<file path="src/hdl/wdr_pkg.sv">
// Package of constants and types for the watchdog reset timer
`default_nettype none

package wdr_pkg;

    // ---------------------------------------------------------------
    // Register map
    // ---------------------------------------------------------------
    localparam logic [11:0] WDR_COUNT_CONTROL_OFFSET = 12'h0d8;
    localparam logic [7:0] WDR_COUNT_CONTROL_RESET = 8'hfe;
    localparam int WDR_ENABLE_BIT = 0;
    localparam int WDR_RESET_MSB_BIT = 1;
    localparam int WDR_COUNT_LSB_POS = 2;

    // ---------------------------------------------------------------
    // Timing
    // ---------------------------------------------------------------
    localparam int WDR_CLOCK_HZ = 20000000;
    localparam int WDR_DECREMENT_CYCLES = 3072;
    localparam logic [11:0] WDR_PRESCALE_LAST = 12'hbff;
    localparam int WDR_RESET_PULSE_NS = 500;
    localparam int WDR_RESET_PULSE_CYCLES = (WDR_RESET_PULSE_NS * (WDR_CLOCK_HZ / 1000000)) / 1000;
    localparam logic [3:0] WDR_PULSE_LAST = 4'(WDR_RESET_PULSE_CYCLES - 1);

    // ---------------------------------------------------------------
    // APB request carrier
    // ---------------------------------------------------------------
    typedef struct packed {
        logic psel;
        logic penable;
        logic pwrite;
        logic [11:0] paddr;
        logic [31:0] pwdata;
    } wdr_apb_req_type;

    typedef enum logic [0:0] {
        WDR_RUN = 1'b0,
        WDR_PULSE = 1'b1
    } wdr_state_type;

endpackage : wdr_pkg

`default_nettype wire

</file>
<file path="src/hdl/wdr_watchdog_reset_timer.sv">
// Watchdog reset timer with APB register access
//
// Contract
// - Activation mode comes from the sampled option input, not the register.
// - Hardware activation: active from reset, enable bit forced high.
// - Hardware activation: enable bit read value is not guaranteed.
// - Software activation: off after reset, set by writing one, cleared only by reset.
// - Seven-bit counter decrements once every 3072 clock cycles.
// - Timeout is programmable in 64 steps of 3072 cycles.
// - Active and reset bit zero: drive reset low for 500 ns.
// - Enabled and software clears the reset bit: reset immediately.
// - Count bits sit reversed in bits 7..2, bit 7 is the LSB.
// - Disabled: counter runs as a plain 7-bit timer, no reset.
// - Register resets to 1111 1110.
//
// Implementation choice: register access over APB.
`default_nettype none

module wdr_watchdog_reset_timer
(
    input wire logic i_clock,
    input wire logic i_rst_n,
    input wire logic i_hw_activation_option,
    input wire wdr_pkg::wdr_apb_req_type i_apb,
    output logic o_pready,
    output logic o_pslverr,
    output logic [31:0] o_prdata,
    output logic o_reset_n,
    output logic o_reset_n_oe
);
    import wdr_pkg::*;

    // ---------------------------------------------------------------
    // State
    // ---------------------------------------------------------------
    logic [6:0] count_reg;
    logic [6:0] count_next;
    logic enable_reg;
    logic enable_next;
    logic hw_opt_reg;
    logic opt_taken_reg;
    logic [11:0] prescale_reg;
    logic [11:0] prescale_next;
    logic [3:0] pulse_reg;
    logic [3:0] pulse_next;
    wdr_state_type state_reg;
    wdr_state_type state_next;
    logic [31:0] rdata_reg;
    logic [31:0] rdata_next;

    // ---------------------------------------------------------------
    // Bus decode
    // ---------------------------------------------------------------
    wire logic access_phase = i_apb.psel & i_apb.penable;
    wire logic hit = (i_apb.paddr == WDR_COUNT_CONTROL_OFFSET);
    wire logic wr_hit = access_phase & i_apb.pwrite & hit;
    wire logic rd_phase = i_apb.psel & ~i_apb.penable & ~i_apb.pwrite;
    wire logic [7:0] wbyte = i_apb.pwdata[7:0];
    wire logic tick = (prescale_reg == WDR_PRESCALE_LAST);
    wire logic active = enable_reg | hw_opt_reg;
    wire logic [7:0] reg_view;
    wire logic [5:0] wr_count;

    // Count bits reversed between register and counter
    genvar gi;
    generate
        for (gi = 0; gi < 6; gi++)
        begin : g_rev
            assign reg_view[7 - gi] = count_reg[gi];
            assign wr_count[gi] = wbyte[7 - gi];
        end
    endgenerate
    assign reg_view[WDR_RESET_MSB_BIT] = count_reg[6];
    assign reg_view[WDR_ENABLE_BIT] = active;

    // ---------------------------------------------------------------
    // Next-state logic
    // ---------------------------------------------------------------
    // Writes are ignored while the reset pulse is being driven
    wire logic in_pulse = (state_reg == WDR_PULSE);
    wire logic pulse_done = in_pulse & (pulse_reg == WDR_PULSE_LAST);
    wire logic load = ~in_pulse & wr_hit;
    wire logic step = ~in_pulse & ~wr_hit & tick;
    wire logic set_enable = load & wbyte[WDR_ENABLE_BIT];
    wire logic [6:0] load_value = {wbyte[WDR_RESET_MSB_BIT], wr_count};
    wire logic [31:0] read_word = hit ? {24'h000000, reg_view} : 32'h00000000;
    wire logic fire;

    // Counter: a write wins over a simultaneous decrement
    always_comb
    begin
        count_next = count_reg;
        if (pulse_done)
        begin
            count_next = WDR_COUNT_CONTROL_RESET[7:1];
        end
        else if (load)
        begin
            count_next = load_value;
        end
        else if (step)
        begin
            count_next = count_reg - 7'h01;
        end
    end

    // Reset condition judged on the value the counter is about to take
    assign fire = ~in_pulse & active & ~count_next[6];

    // Enable is sticky until the block's own reset pulse ends
    always_comb
    begin
        enable_next = enable_reg;
        if (pulse_done)
        begin
            enable_next = 1'b0;
        end
        else if (set_enable)
        begin
            enable_next = 1'b1;
        end
    end

    // Prescaler restarts on a write so a full interval follows
    always_comb
    begin
        prescale_next = prescale_reg + 12'h001;
        if (tick || load || pulse_done)
        begin
            prescale_next = 12'h000;
        end
    end

    // Pulse sequencer
    always_comb
    begin
        state_next = state_reg;
        pulse_next = pulse_reg;
        unique case (state_reg)
            WDR_RUN:
            begin
                if (fire)
                begin
                    state_next = WDR_PULSE;
                    pulse_next = 4'h0;
                end
            end
            WDR_PULSE:
            begin
                pulse_next = pulse_reg + 4'h1;
                if (pulse_done)
                begin
                    state_next = WDR_RUN;
                end
            end
        endcase
    end

    // Read data is captured in the setup phase
    always_comb
    begin
        rdata_next = rdata_reg;
        if (rd_phase)
        begin
            rdata_next = read_word;
        end
    end

    // ---------------------------------------------------------------
    // Counter, enable and prescaler registers
    // ---------------------------------------------------------------
    // Counter register
    always_ff @(posedge i_clock or negedge i_rst_n)
    begin
        if (!i_rst_n)
        begin
            count_reg <= WDR_COUNT_CONTROL_RESET[7:1];
        end
        else
        begin
            count_reg <= count_next;
        end
    end

    // Enable register
    always_ff @(posedge i_clock or negedge i_rst_n)
    begin
        if (!i_rst_n)
        begin
            enable_reg <= WDR_COUNT_CONTROL_RESET[0];
        end
        else
        begin
            enable_reg <= enable_next;
        end
    end

    // Prescaler register
    always_ff @(posedge i_clock or negedge i_rst_n)
    begin
        if (!i_rst_n)
        begin
            prescale_reg <= 12'h000;
        end
        else
        begin
            prescale_reg <= prescale_next;
        end
    end

    // ---------------------------------------------------------------
    // Sequencer and read registers
    // ---------------------------------------------------------------
    // Pulse length counter
    always_ff @(posedge i_clock or negedge i_rst_n)
    begin
        if (!i_rst_n)
        begin
            pulse_reg <= 4'h0;
        end
        else
        begin
            pulse_reg <= pulse_next;
        end
    end

    // Sequencer state
    always_ff @(posedge i_clock or negedge i_rst_n)
    begin
        if (!i_rst_n)
        begin
            state_reg <= WDR_RUN;
        end
        else
        begin
            state_reg <= state_next;
        end
    end

    // Read data register
    always_ff @(posedge i_clock or negedge i_rst_n)
    begin
        if (!i_rst_n)
        begin
            rdata_reg <= 32'h00000000;
        end
        else
        begin
            rdata_reg <= rdata_next;
        end
    end

    // ---------------------------------------------------------------
    // Option sampling
    // ---------------------------------------------------------------
    // Marks that the option has been taken after reset release
    always_ff @(posedge i_clock or negedge i_rst_n)
    begin
        if (!i_rst_n)
        begin
            opt_taken_reg <= 1'b0;
        end
        else
        begin
            opt_taken_reg <= 1'b1;
        end
    end

    // Activation mode, frozen after its first sample
    always_ff @(posedge i_clock or negedge i_rst_n)
    begin
        if (!i_rst_n)
        begin
            hw_opt_reg <= 1'b0;
        end
        else if (!opt_taken_reg)
        begin
            hw_opt_reg <= i_hw_activation_option;
        end
    end

    // ---------------------------------------------------------------
    // Outputs
    // ---------------------------------------------------------------
    assign o_pready = 1'b1;
    assign o_pslverr = access_phase & ~hit;
    assign o_prdata = rdata_reg;
    assign o_reset_n = 1'b0;
    assign o_reset_n_oe = (state_reg == WDR_PULSE);

endmodule : wdr_watchdog_reset_timer

`default_nettype wire

</file>
<file path="config.mk">
export PLATFORM = sky130hd
export DESIGN_NAME = wdr_watchdog_reset_timer
export DESIGN_NICKNAME = d
export VERILOG_FILES = /design/src/hdl/wdr_pkg.sv /design/src/hdl/wdr_watchdog_reset_timer.sv
export SDC_FILE = /design/constraint.sdc
export NUM_CORES = 1
export LEC_CHECK = 0
export BUFFER_PORTS_ARGS = -buffer_cell sky130_fd_sc_hd__buf_2
export CAP_MARGIN = 20
export CORE_ASPECT_RATIO = 1.4
export CORE_MARGIN = 2
export CORE_UTILIZATION = 30
export CTS_CLUSTER_DIAMETER = 30
export DETAILED_ROUTE_END_ITERATION = 8
export PLACE_DENSITY = 0.52
export SLEW_MARGIN = 30
export SYNTH_ARGS = -nofsm -noshare
export SYNTH_HDL_FRONTEND = slang
export SYNTH_SLANG_ARGS = --single-unit
</file>
<file path="constraint.sdc">
create_clock -name i_clock -period 1.8 [get_ports i_clock]
set_input_delay 0.18 -clock i_clock [delete_from_list [all_inputs] [get_ports i_clock]]
set_output_delay 0.18 -clock i_clock [all_outputs]
set_load 0.03 [all_outputs]
</file>
==> out/qor.csv, run 1 <==
stage;metric;value;unit
global_routing;global-route congestion overflow total;0;
sta;Peak Freq;0.498;GHz
placed_design;Post-Place Cells;369;
setup_path;Worst R2R Setup Slack;-0.21;ns
sta;Slew HR;61.4;%
placed_design;post-DP HPWL;3.48;mm
routing;Pre-antenna DRT Iters;4;
synth;Cells after Synth;217;
setup_path;FF-to-FF Start;count_reg[1];
floorplan;Die H;102;um
synth;Netlist cell types;45;
routing;DRT iter0 DRCs;79;
floorplan;die width;73.9;um
routing;vias per cell;4.41;
status;failing checks;negative setup slack;
clock_network;clock root cell;clkbuf_8;
sta;Pins Over Slew Limit;0;
clock_network;clk_lat worst skew;0.28;ns
sta;Final Hold Violating Endpoints;0;
setup_path;slowest CP cell;or4b_4;
cells_and_area;Final Net Count;344;
routing;DR top layer;met4;
routing;Met2 Wirelength;2.09;mm
clock_network;Max Root-Sink Buffers;2;
floorplan;row count;35;
synth;register area share after synthesis;43.1;%
global_routing;first-pass GRT wire length;7.04;mm
cells_and_area;Filler cells;676;
setup_path;CP most frequent cell;a211oi_4;
global_routing;largest net degree at the start of global routing;25;
placed_design;IO Port Bufs;35;
synth;Synth Area per Inst;9.46;um2
cells_and_area;Post-Layout Cell Count;383;
sta;Final Skew;0.00671;ns
cells_and_area;max FFs per register;12;
setup_path;Crit Path Category;register to register;
global_routing;initial antenna violation count;0;
routing;DRC Markers;0;
synth;YS warnings;0;
floorplan;die area;7530;um2
placed_design;Final Wtd Congestion;0.802;
floorplan;I/O Pins;86;
synth;flops & latches, synth;35;
clock_network;CTS buffer count;5;
routing;met1 WL;1.88;mm
setup_path;WP buf/inv;1;
hold_path;Hold Path Depth;2;
setup_path;reg-to-reg endpoint;o_reset_n_oe;
routing;vias;1690;
power;Design Power;0.00196;W
setup_path;CP max stage delay;0.46;ns
sta;worst-margin pin slew;0.574;ns
hold_path;worst min path class;primary input to register;
cells_and_area;area grow syn2layout;29.3;%
clock_network;TritonCTS sink count;35;
floorplan;Core Region;6610;um2
power;PD cells;738;nW/um2
run;max-capacitance violation count;0;
cells_and_area;Antenna diodes;0;
sta;final setup fails;10;
setup_path;largest delay contributor family on the critical path;simple AND/OR/NAND/NOR gates;
routing;drt wl/cell;11.3;um
setup_path;worst path cell trace;inv_2 -> ha_4 -> or4b_4 -> or3_4 -> a211oi_4 -> a211oi_4 -> a22o_1;
clock_network;Reg clk slew, reported paths;0.07;ns
setup_path;Crit path required time;1.97;ns
setup_path;largest fanout on the critical path;6;
clock_network;H-tree Lvls;2;
routing;met3 routed WL;214;um
cells_and_area;fraction of layout cells with a size suffix above 1;37.8;%
setup_path;crit path from;count_reg[1];
routing;antenna-violating nets left;0;
synth;Mapped Area;2050;um2
cells_and_area;commonest non-fill, non-tap cell in the layout;buf_4;
sta;crit share post-route;112;%
placed_design;pre-CTS setup slack;-0.227;ns
sta;RSZ-0062 raised after global routing;yes;
setup_path;Worst setup SP type;register;
setup_path;Crit path depth;7;
setup_path;FF-to-FF path depth;7;
floorplan;Starting Density;31.1;%
global_routing;vias in the first global route;1582;
setup_path;endpoint type of the worst setup path;register;
global_routing;Tot GR Track Use;12.2;%
sta;setup ws final;-0.209;ns
power;Leak Pwr;1.24;nW
sta;clock period minus worst slack;2.01;ns
cells_and_area;most frequent cells in the layout;buf_4 (37), buf_2 (35), dfrtp_1 (28), conb_1 (27), nand2_1 (25);
routing;Post-Route WL;4.31;mm
setup_path;CP Capture Point;o_reset_n_oe;
status;outcome;complete, but fails checks;
setup_path;data arrival time of the worst path;2.18;ns
power;Peak VDD IR;0.000335;V
clock_network;CTS tree;built;
how the worst min path moves through the flow:
stage / start / endpoint / slack [ns]
final: i_hw_activation_option / hw_opt_reg / 0.14
after CTS: i_hw_activation_option / hw_opt_reg / 0.14
after detailed placement: i_rst_n / prescale_reg[4] / 0.19
after global routing: i_hw_activation_option / hw_opt_reg / 0.13
after floorplan: i_rst_n / enable_reg / -0.12
after global placement: i_rst_n / prescale_reg[4] / 0.20
what timing repair did:
action / CTS / global route
hold buffers: 1 / 0
endpoints found under the setup margin: 12 / 13
buffers inserted: 0 / 5
hold endpoints to repair: 22 / 0
resized for setup: 5 / 5
pin swaps: 7 / 8
gates cloned: 0 / 0
cells by family after synthesis:
group / count (synthesis) / share of synthesized area (%)
AND/OR/NAND/NOR: 80 / 21.8
other: 2 / 0.366
flip-flops: 35 / 43.1
adder cells (fa/ha/maj): 4 / 2.44
AO/OA/AOI/OAI: 42 / 13.0
multiplexers: 1 / 0.548
XOR/XNOR: 13 / 5.55
buffers and inverters: 40 / 13.2
cell type report:
class	count	area (um2)	area share [%]
multi-input combinational	167	1060	40.1
inverter	6	22.5	0.849
tap	92	115	4.34
clock buffer	7	76.3	2.88
timing repair buffer	75	485	18.3
clock inverter	1	5.00	0.189
sequential	35	885	33.3
stage by stage:
| step | hold WS [ns] | setup TNS [ns] | area [um2] | util, % |
|---|---|---|---|---|
| after floorplan | -0.116 | -0.826 | 2180 | - |
| after global placement | 0.197 | -1.62 | 2480 | 37.5 |
| after detailed placement | 0.195 | -2.24 | 2480 | 37.5 |
| after CTS | 0.135 | -1.15 | 2600 | 39.3 |
| after global routing | 0.131 | -2.04 | 2650 | 40.1 |
| final | 0.140 | -0.989 | 2650 | 40.1 |
metal layers:
layer	track usage (%)	vias to the layer above
met4	6.01	0
met1	15.7	786
li1	-	836
met5	0	-
met2	19.4	58
met3	2.07	10
report_power, final:
group	leakage, nW	switching [W]	internal, W
Clock	0.0422	0.000266	0.000271
Sequential	0.431	0.0000723	0.000886
Combinational	0.764	0.000263	0.000199
Total	1.24	0.000601	0.00136
synthesized netlist by cell type (all sizes together):
cell type  count  share of area [%]
conb           2               0.37
buf           31                 12
nor3b          1               0.37
o21a           2               0.73
or4b           2                1.2
or3            4                1.2
ha             4                2.4
o31ai          1               0.37
a31oi          4                1.2
nand2b         2               0.61
nor4           4                2.3
xnor2          5                2.1
nand4          5                1.8
nand4b         2               0.85
or4            1               0.37
mux2           1               0.55
nand2         25                4.6
or2            2               0.61
o21ai         19                4.6
a21o           5                1.8
and3           2               0.67
inv            6                1.1
dfstp          7                9.0
a211oi         2               0.98
dfrtp         28                 34
nor3           5                1.5
and4           2                1.1
o21bai         1               0.91
nand3          5                1.2
xor2           8                3.4
a22o           2               0.85
a21oi          6                1.5
nor2          16                2.9
nor2b          2               0.61
clkbuf         3               0.55
Note: power is estimated with default switching activity, not from simulation.
==> inputs of run 2 (changes only) <==
--- a/config.mk
+++ b/config.mk
@@ -13,6 +13,7 @@
 export CTS_CLUSTER_DIAMETER = 30
 export DETAILED_ROUTE_END_ITERATION = 8
 export PLACE_DENSITY = 0.52
+export SETUP_SLACK_MARGIN = 0.3
 export SLEW_MARGIN = 30
 export SYNTH_ARGS = -nofsm -noshare
 export SYNTH_HDL_FRONTEND = slang
==> out/qor.csv, run 2 (synthesis gave the netlist of run 1 again) <==
stage;metric;value;unit;change
status;outcome;complete, but fails checks;;
status;failing checks;negative setup slack;;
sta;Final Hold Violating Endpoints;0;;unchanged
clock_network;clk_lat worst skew;0.29;ns;about the same
cells_and_area;commonest non-fill, non-tap cell in the layout;buf_4;;
sta;Final Skew;0.00493;ns;-0.00179 ns
clock_network;H-tree Lvls;2;;unchanged
sta;Peak Freq;0.494;GHz;-0.64%
floorplan;Die H;102;um;unchanged
setup_path;largest fanout on the critical path;6;;unchanged
cells_and_area;register area;885;um2;unchanged
clock_network;clock root cell;clkbuf_8;;
global_routing;first-pass GRT wire length;7.39;mm;+5.0%
setup_path;Worst setup SP type;register;;
global_routing;GR met1 Demand/Resource;15.1;%;-0.67 points
cells_and_area;Filler cells;656;;-3.0%
routing;DRC Markers;0;;unchanged
routing;Post-Route WL;4.42;mm;+2.6%
clock_network;TritonCTS sink count;35;;unchanged
sta;worst-margin pin slew;0.812;ns;+0.238 ns
sta;Min Hold Slack;0.122;ns;-0.0186 ns
power;Comb power frac;21.7;%;-1.9 points
global_routing;vias in the first global route;1654;;+4.6%
cells_and_area;max FFs per register;12;;unchanged
cells_and_area;area grow syn2layout;34.1;%;
routing;Pre-antenna DRT Iters;4;;unchanged
sta;final setup fails;6;;-4
global_routing;Tot GR Track Use;12.9;%;+0.78 points
setup_path;CP max stage delay;0.46;ns;about the same
power;PD cells;791;nW/um2;+7.2%
placed_design;post-DP HPWL;3.38;mm;-2.9%
cells_and_area;Antenna diodes;0;;unchanged
setup_path;Crit path required time;1.98;ns;about the same
routing;antenna-violating nets left;0;;unchanged
power;Pint;0.00154;W;+14%
cells_and_area;multi-input logic area;1090;um2;+2.7%
routing;drt wl/cell;11.5;um;+2.3%
hold_path;worst min path class;primary input to register;;
sta;setup ws final;-0.222;ns;-0.0130 ns
power;Net Switching;0.000633;W;+5.2%
clock_network;Max Root-Sink Buffers;2;;unchanged
floorplan;Starting Density;31.1;%;unchanged
cells_and_area;fraction of layout cells with a size suffix above 1;40.4;%;+2.6 points
setup_path;CP most frequent cell;a211oi_4;;
floorplan;die area;7530;um2;unchanged
setup_path;data arrival time of the worst path;2.20;ns;+0.02 ns
run;max-capacitance violation count;0;;unchanged
routing;vias;1718;;+1.7%
global_routing;GR peak layer;met2;;
floorplan;Core Region;6610;um2;unchanged
routing;vias per cell;4.47;;+1.4%
power;Sw Ratio;29.1;%;-1.6 points
floorplan;die width;73.9;um;unchanged
placed_design;pre-CTS setup slack;-0.239;ns;-0.0118 ns
placed_design;IO Port Bufs;35;;unchanged
global_routing;initial antenna violation count;0;;unchanged
clock_network;Reg clk slew, reported paths;0.07;ns;about the same
placed_design;Final Wtd Congestion;0.781;;-2.6%
setup_path;endpoint type of the worst setup path;register;;
setup_path;worst path cell trace;inv_2 -> ha_4 -> or4b_4 -> or3_4 -> a211oi_4 -> a211oi_4 -> a22o_1;;
cells_and_area;most frequent cells in the layout;buf_4 (36), buf_2 (32), dfrtp_1 (28), conb_1 (27), nand2_1 (25);;
sta;Slew HR;45.9;%;-16 points
setup_path;slowest CP cell;or4b_4;;
sta;crit share post-route;112;%;+0.72 points
placed_design;Post-Place Cells;370;;+0.27%
sta;RSZ-0062 raised after global routing;yes;;
power;Seq pwr share;44.3;%;-4.6 points
floorplan;row count;35;;unchanged
sta;Pins Over Slew Limit;0;;unchanged
power;clock power share;33.9;%;+6.4 points
clock_network;CTS buffer count;5;;unchanged
floorplan;I/O Pins;86;;unchanged
setup_path;Crit Path Category;register to register;;
global_routing;largest net degree at the start of global routing;36;;+44%
cells_and_area;Final Core Density;41.6;%;+1.5 points
power;Peak VDD IR;0.000315;V;-5.9%
global_routing;met3 layer usage reported by global route;3.06;%;+0.99 points
clock_network;CTS tree;built;;
sta;clock period minus worst slack;2.02;ns;+0.0130 ns
global_routing;met2 GRT Util;22.2;%;+2.7 points
power;Leak Pwr;1.28;nW;+3.1%
global_routing;global-route congestion overflow total;0;;unchanged
routing;DRT iter0 DRCs;63;;-20%
cells_and_area;Post-Layout Cell Count;384;;+0.26%
cells_and_area;Final Net Count;345;;+0.29%
==> run 2: per-layer routing <==
metal / up-vias / part of all wire [%]
li1: 842 / -
met1: 817 / 41
met2: 54 / 52
met3: 5 / 4.7
met4: 0 / 1.9
met5: - / 0
==> run 2: repair_timing <==
item / in CTS / in global routing
resized for setup: 9 / 10
setup endpoints to repair: 26 / 26
pin swaps: 9 / 10
hold buffers: 1 / 0
hold endpoints to repair: 9 / 0
buffers inserted: 2 / 3
==> run 2: worst paths after layout <==
kind | from | end | slack [ns] | depth (start not counted)
min in group asynchronous | i_rst_n | hw_opt_reg | 0.51 | 2
hold reg to reg | o_prdata[4] | o_prdata[4] | 0.48 | 2
hold / removal | i_apb[0] | enable_reg | 0.12 | 2
max in group asynchronous | i_rst_n | prescale_reg[8] | 0.76 | 2
setup reg to reg | count_reg[1] | o_reset_n_oe | -0.22 | 7
setup / recovery | count_reg[1] | o_reset_n_oe | -0.22 | 7
==> run 2: power by group through the flow <==
stage / Sequential [W] / Clock [W] / Combinational, W
finish: 0.000965 / 0.000738 / 0.000473
global route: 0.000976 / 0.000805 / 0.000523
CTS: 0.000961 / 0.000764 / 0.000470
detailed placement: 0.000973 / 0 / 0.000457
global placement: 0.000972 / 0 / 0.000447
floorplan: 0.000986 / 0 / 0.000295
==> run 2: through the flow <==
stage | power [W] | cell area, um2 | TNS, ns
floorplan | 0.00128 | 2210 | -0.864
global placement | 0.00142 | 2510 | -1.34
detailed placement | 0.00143 | 2510 | -1.63
CTS | 0.00219 | 2690 | -1.13
global route | 0.00230 | 2750 | -1.92
finish | 0.00218 | 2750 | -0.984
==> run 2: layout make-up <==
cell class	count	share of cell area (%)
tap	92	4.18
timing repair buffer	76	18.9
inverter	6	0.818
clock buffer	6	3.00
clock inverter	2	1.27
sequential	35	32.1
multi-input combinational	167	39.7
==> run 2: critical path: cells and delay by family (launching register included) <==
family,cells,cell delay [ns]
AO/OA/AOI/OAI,3,0.53
adder cells (fa/ha/maj),1,0.13
buffers and inverters,1,0.07
flip-flops,1,0.37
AND/OR/NAND/NOR,2,0.82
==> inputs of run 3 (changes only) <==
==> constraint.sdc (replaced) <==
create_clock -name i_clock -period 1.8 [get_ports i_clock]
set_input_delay 0.54 -clock i_clock [delete_from_list [all_inputs] [get_ports i_clock]]
set_output_delay 0.54 -clock i_clock [all_outputs]
set_load 0.03 [all_outputs]
==> out/qor.csv, run 3 (synthesis gave the netlist of run 1 again) <==
stage;metric;value;unit;change
setup_path;largest delay contributor family on the critical path;simple AND/OR/NAND/NOR gates;;
setup_path;Crit Path Category;primary input to output port;;
clock_network;Reg clk slew, reported paths;0.07;ns;about the same
routing;vias per cell;4.40;;-1.6%
global_routing;vias in the first global route;1703;;+3.0%
sta;Total Neg Setup Slack;-5.12;ns;-4.14 ns
setup_path;endpoint type of the worst setup path;output port;;
cells_and_area;fraction of layout cells with a size suffix above 1;50.8;%;+10 points
cells_and_area;Final Net Count;356;;+3.2%
routing;Post-Route WL;4.49;mm;+1.6%
floorplan;die area;7530;um2;unchanged
clock_network;H-tree Lvls;2;;unchanged
cells_and_area;area grow syn2layout;44.1;%;
global_routing;largest net degree at the start of global routing;36;;unchanged
routing;DRC Markers;0;;unchanged
setup_path;CP most frequent cell;buf_6;;
routing;Pre-antenna DRT Iters;4;;unchanged
setup_path;data arrival time of the worst path;1.66;ns;-0.54 ns
cells_and_area;most frequent cells in the layout;buf_4 (37), buf_2 (31), dfrtp_1 (28), conb_1 (27), buf_6 (17);;
placed_design;pre-CTS setup slack;-0.506;ns;-0.267 ns
placed_design;post-DP HPWL;3.29;mm;-2.8%
floorplan;Starting Density;31.1;%;unchanged
setup_path;CP max stage delay;0.56;ns;+0.10 ns
routing;antenna-violating nets left;0;;unchanged
global_routing;first-pass GRT wire length;7.69;mm;+4.0%
floorplan;Die H;102;um;unchanged
clock_network;CTS buffer count;5;;unchanged
floorplan;Core Region;6610;um2;unchanged
setup_path;largest fanout on the critical path;2;;-4
power;Comb power frac;21.6;%;about the same
power;Peak VDD IR;0.000341;V;+8.5%
hold_path;worst min path class;primary input to asynchronous set/reset pin;;
cells_and_area;Antenna diodes;0;;unchanged
routing;vias;1739;;+1.2%
setup_path;worst path cell trace;buf_6 -> or4_4 -> buf_6 -> nor3_4 -> nor2_2 -> buf_6;;
power;Net Switching;0.000622;W;-1.7%
routing;DRT iter0 DRCs;44;;-30%
setup_path;Crit path depth;6;;-1
power;Seq pwr share;44.6;%;+0.3 points
power;Sw Ratio;28.7;%;-0.40 points
setup_path;FF-to-FF path depth;8;;+1
floorplan;I/O Pins;86;;unchanged
clock_network;CTS tree;built;;
power;Leak Pwr;1.35;nW;+5.8%
placed_design;Final Wtd Congestion;0.780;;about the same
clock_network;TritonCTS sink count;35;;unchanged
global_routing;initial antenna violation count;0;;unchanged
sta;RSZ-0062 raised after global routing;yes;;
setup_path;slowest CP cell;or4_4;;
floorplan;die width;73.9;um;unchanged
sta;Final Skew;0.00781;ns;+0.00288 ns
cells_and_area;commonest non-fill, non-tap cell in the layout;buf_4;;
clock_network;clock root cell;clkbuf_8;;
sta;Final Hold Violating Endpoints;0;;unchanged
global_routing;global-route congestion overflow total;0;;unchanged
status;outcome;complete, but fails checks;;
sta;Pins Over Slew Limit;0;;unchanged
setup_path;Crit path required time;1.26;ns;-0.72 ns
floorplan;row count;35;;unchanged
sta;final setup fails;26;;+20
power;clock power share;33.8;%;about the same
sta;clock period minus worst slack;2.20;ns;+0.178 ns
sta;crit share post-route;122;%;+9.9 points
setup_path;WP buf/inv;3;;+2
clock_network;CTS Hold Bufs;0;;-1
clock_network;clk_lat worst skew;0.29;ns;about the same
power;PD cells;733;nW/um2;-7.2%
sta;setup ws final;-0.401;ns;-0.178 ns
routing;drt wl/cell;11.4;um;-1.2%
power;Pint;0.00155;W;+0.24%
placed_design;IO Port Bufs;35;;unchanged
status;failing checks;negative setup slack;;
clock_network;Max Root-Sink Buffers;2;;unchanged
setup_path;Worst setup SP type;primary input;;
global_routing;Tot GR Track Use;13.2;%;+0.29 points
cells_and_area;max FFs per register;12;;unchanged
power;Design Power;0.00217;W;-0.32%
run;max-capacitance violation count;0;;unchanged
sta;Peak Freq;0.454;GHz;-8.1%
[run 3: worst paths after layout]
| kind | end | slack (ns) | start |
|---|---|---|---|
| max | o_pslverr | -0.40 | i_apb[42] |
| min | o_prdata[6] | 0.19 | i_rst_n |
| min in group i_clock | o_prdata[7] | 0.47 | o_prdata[7] |
| max in group asynchronous | count_reg[6] | 1.34 | i_rst_n |
| min reg2reg | o_prdata[7] | 0.47 | o_prdata[7] |
| max reg2reg | pulse_reg[3] | -0.26 | count_reg[0] |
[run 3: timing repair]
item	4_1_cts	5_1_grt
pin swaps	5	6
gates resized for setup	37	25
hold endpoints to repair	0	0
buffers inserted	8	2
setup endpoints to repair	35	35
[run 3: power groups by stage]
| stage | Combinational (W) | Sequential, W | Clock (W) |
|---|---|---|---|
| floorplan | 0.000294 | 0.000984 | 0 |
| global placement | 0.000419 | 0.000980 | 0 |
| detailed placement | 0.000422 | 0.000983 | 0 |
| CTS | 0.000437 | 0.000969 | 0.000756 |
| global route | 0.000516 | 0.000983 | 0.000790 |
| finish | 0.000468 | 0.000968 | 0.000734 |
[run 3: per-stage QoR]
step / hold slack, ns / std cells / utilization, % / instance area, um2
6_report: 0.189 / 395 / 44.7 / 2960
2_1_floorplan: 0.244 / 242 / - / 2190
4_1_cts: 0.204 / 393 / 43.2 / 2860
3_5_place_dp: 0.471 / 377 / 38.4 / 2540
3_3_place_gp: 0.465 / 377 / 38.4 / 2540
5_1_grt: 0.211 / 395 / 44.7 / 2960
[run 3: final cells by class]
class                   instances  area, um2
repair buffers                 87        664
well taps                      92        115
flip-flops and latches         35        885
inverters                       6       22.5
multi-input cells             167       1150
clock inverters                 2       35.0
fillers                       631       3650
clock buffers                   6       82.6
[run 3: layer usage]
| metal | vias up | track usage, % | share of wire, % |
|---|---|---|---|
| met5 | - | 0 | 0 |
| met4 | 0 | 5.87 | 2.2 |
| met3 | 6 | 1.87 | 4.1 |
| met2 | 49 | 23.4 | 51 |
| met1 | 815 | 15.7 | 42 |
| li1 | 869 | - | - |
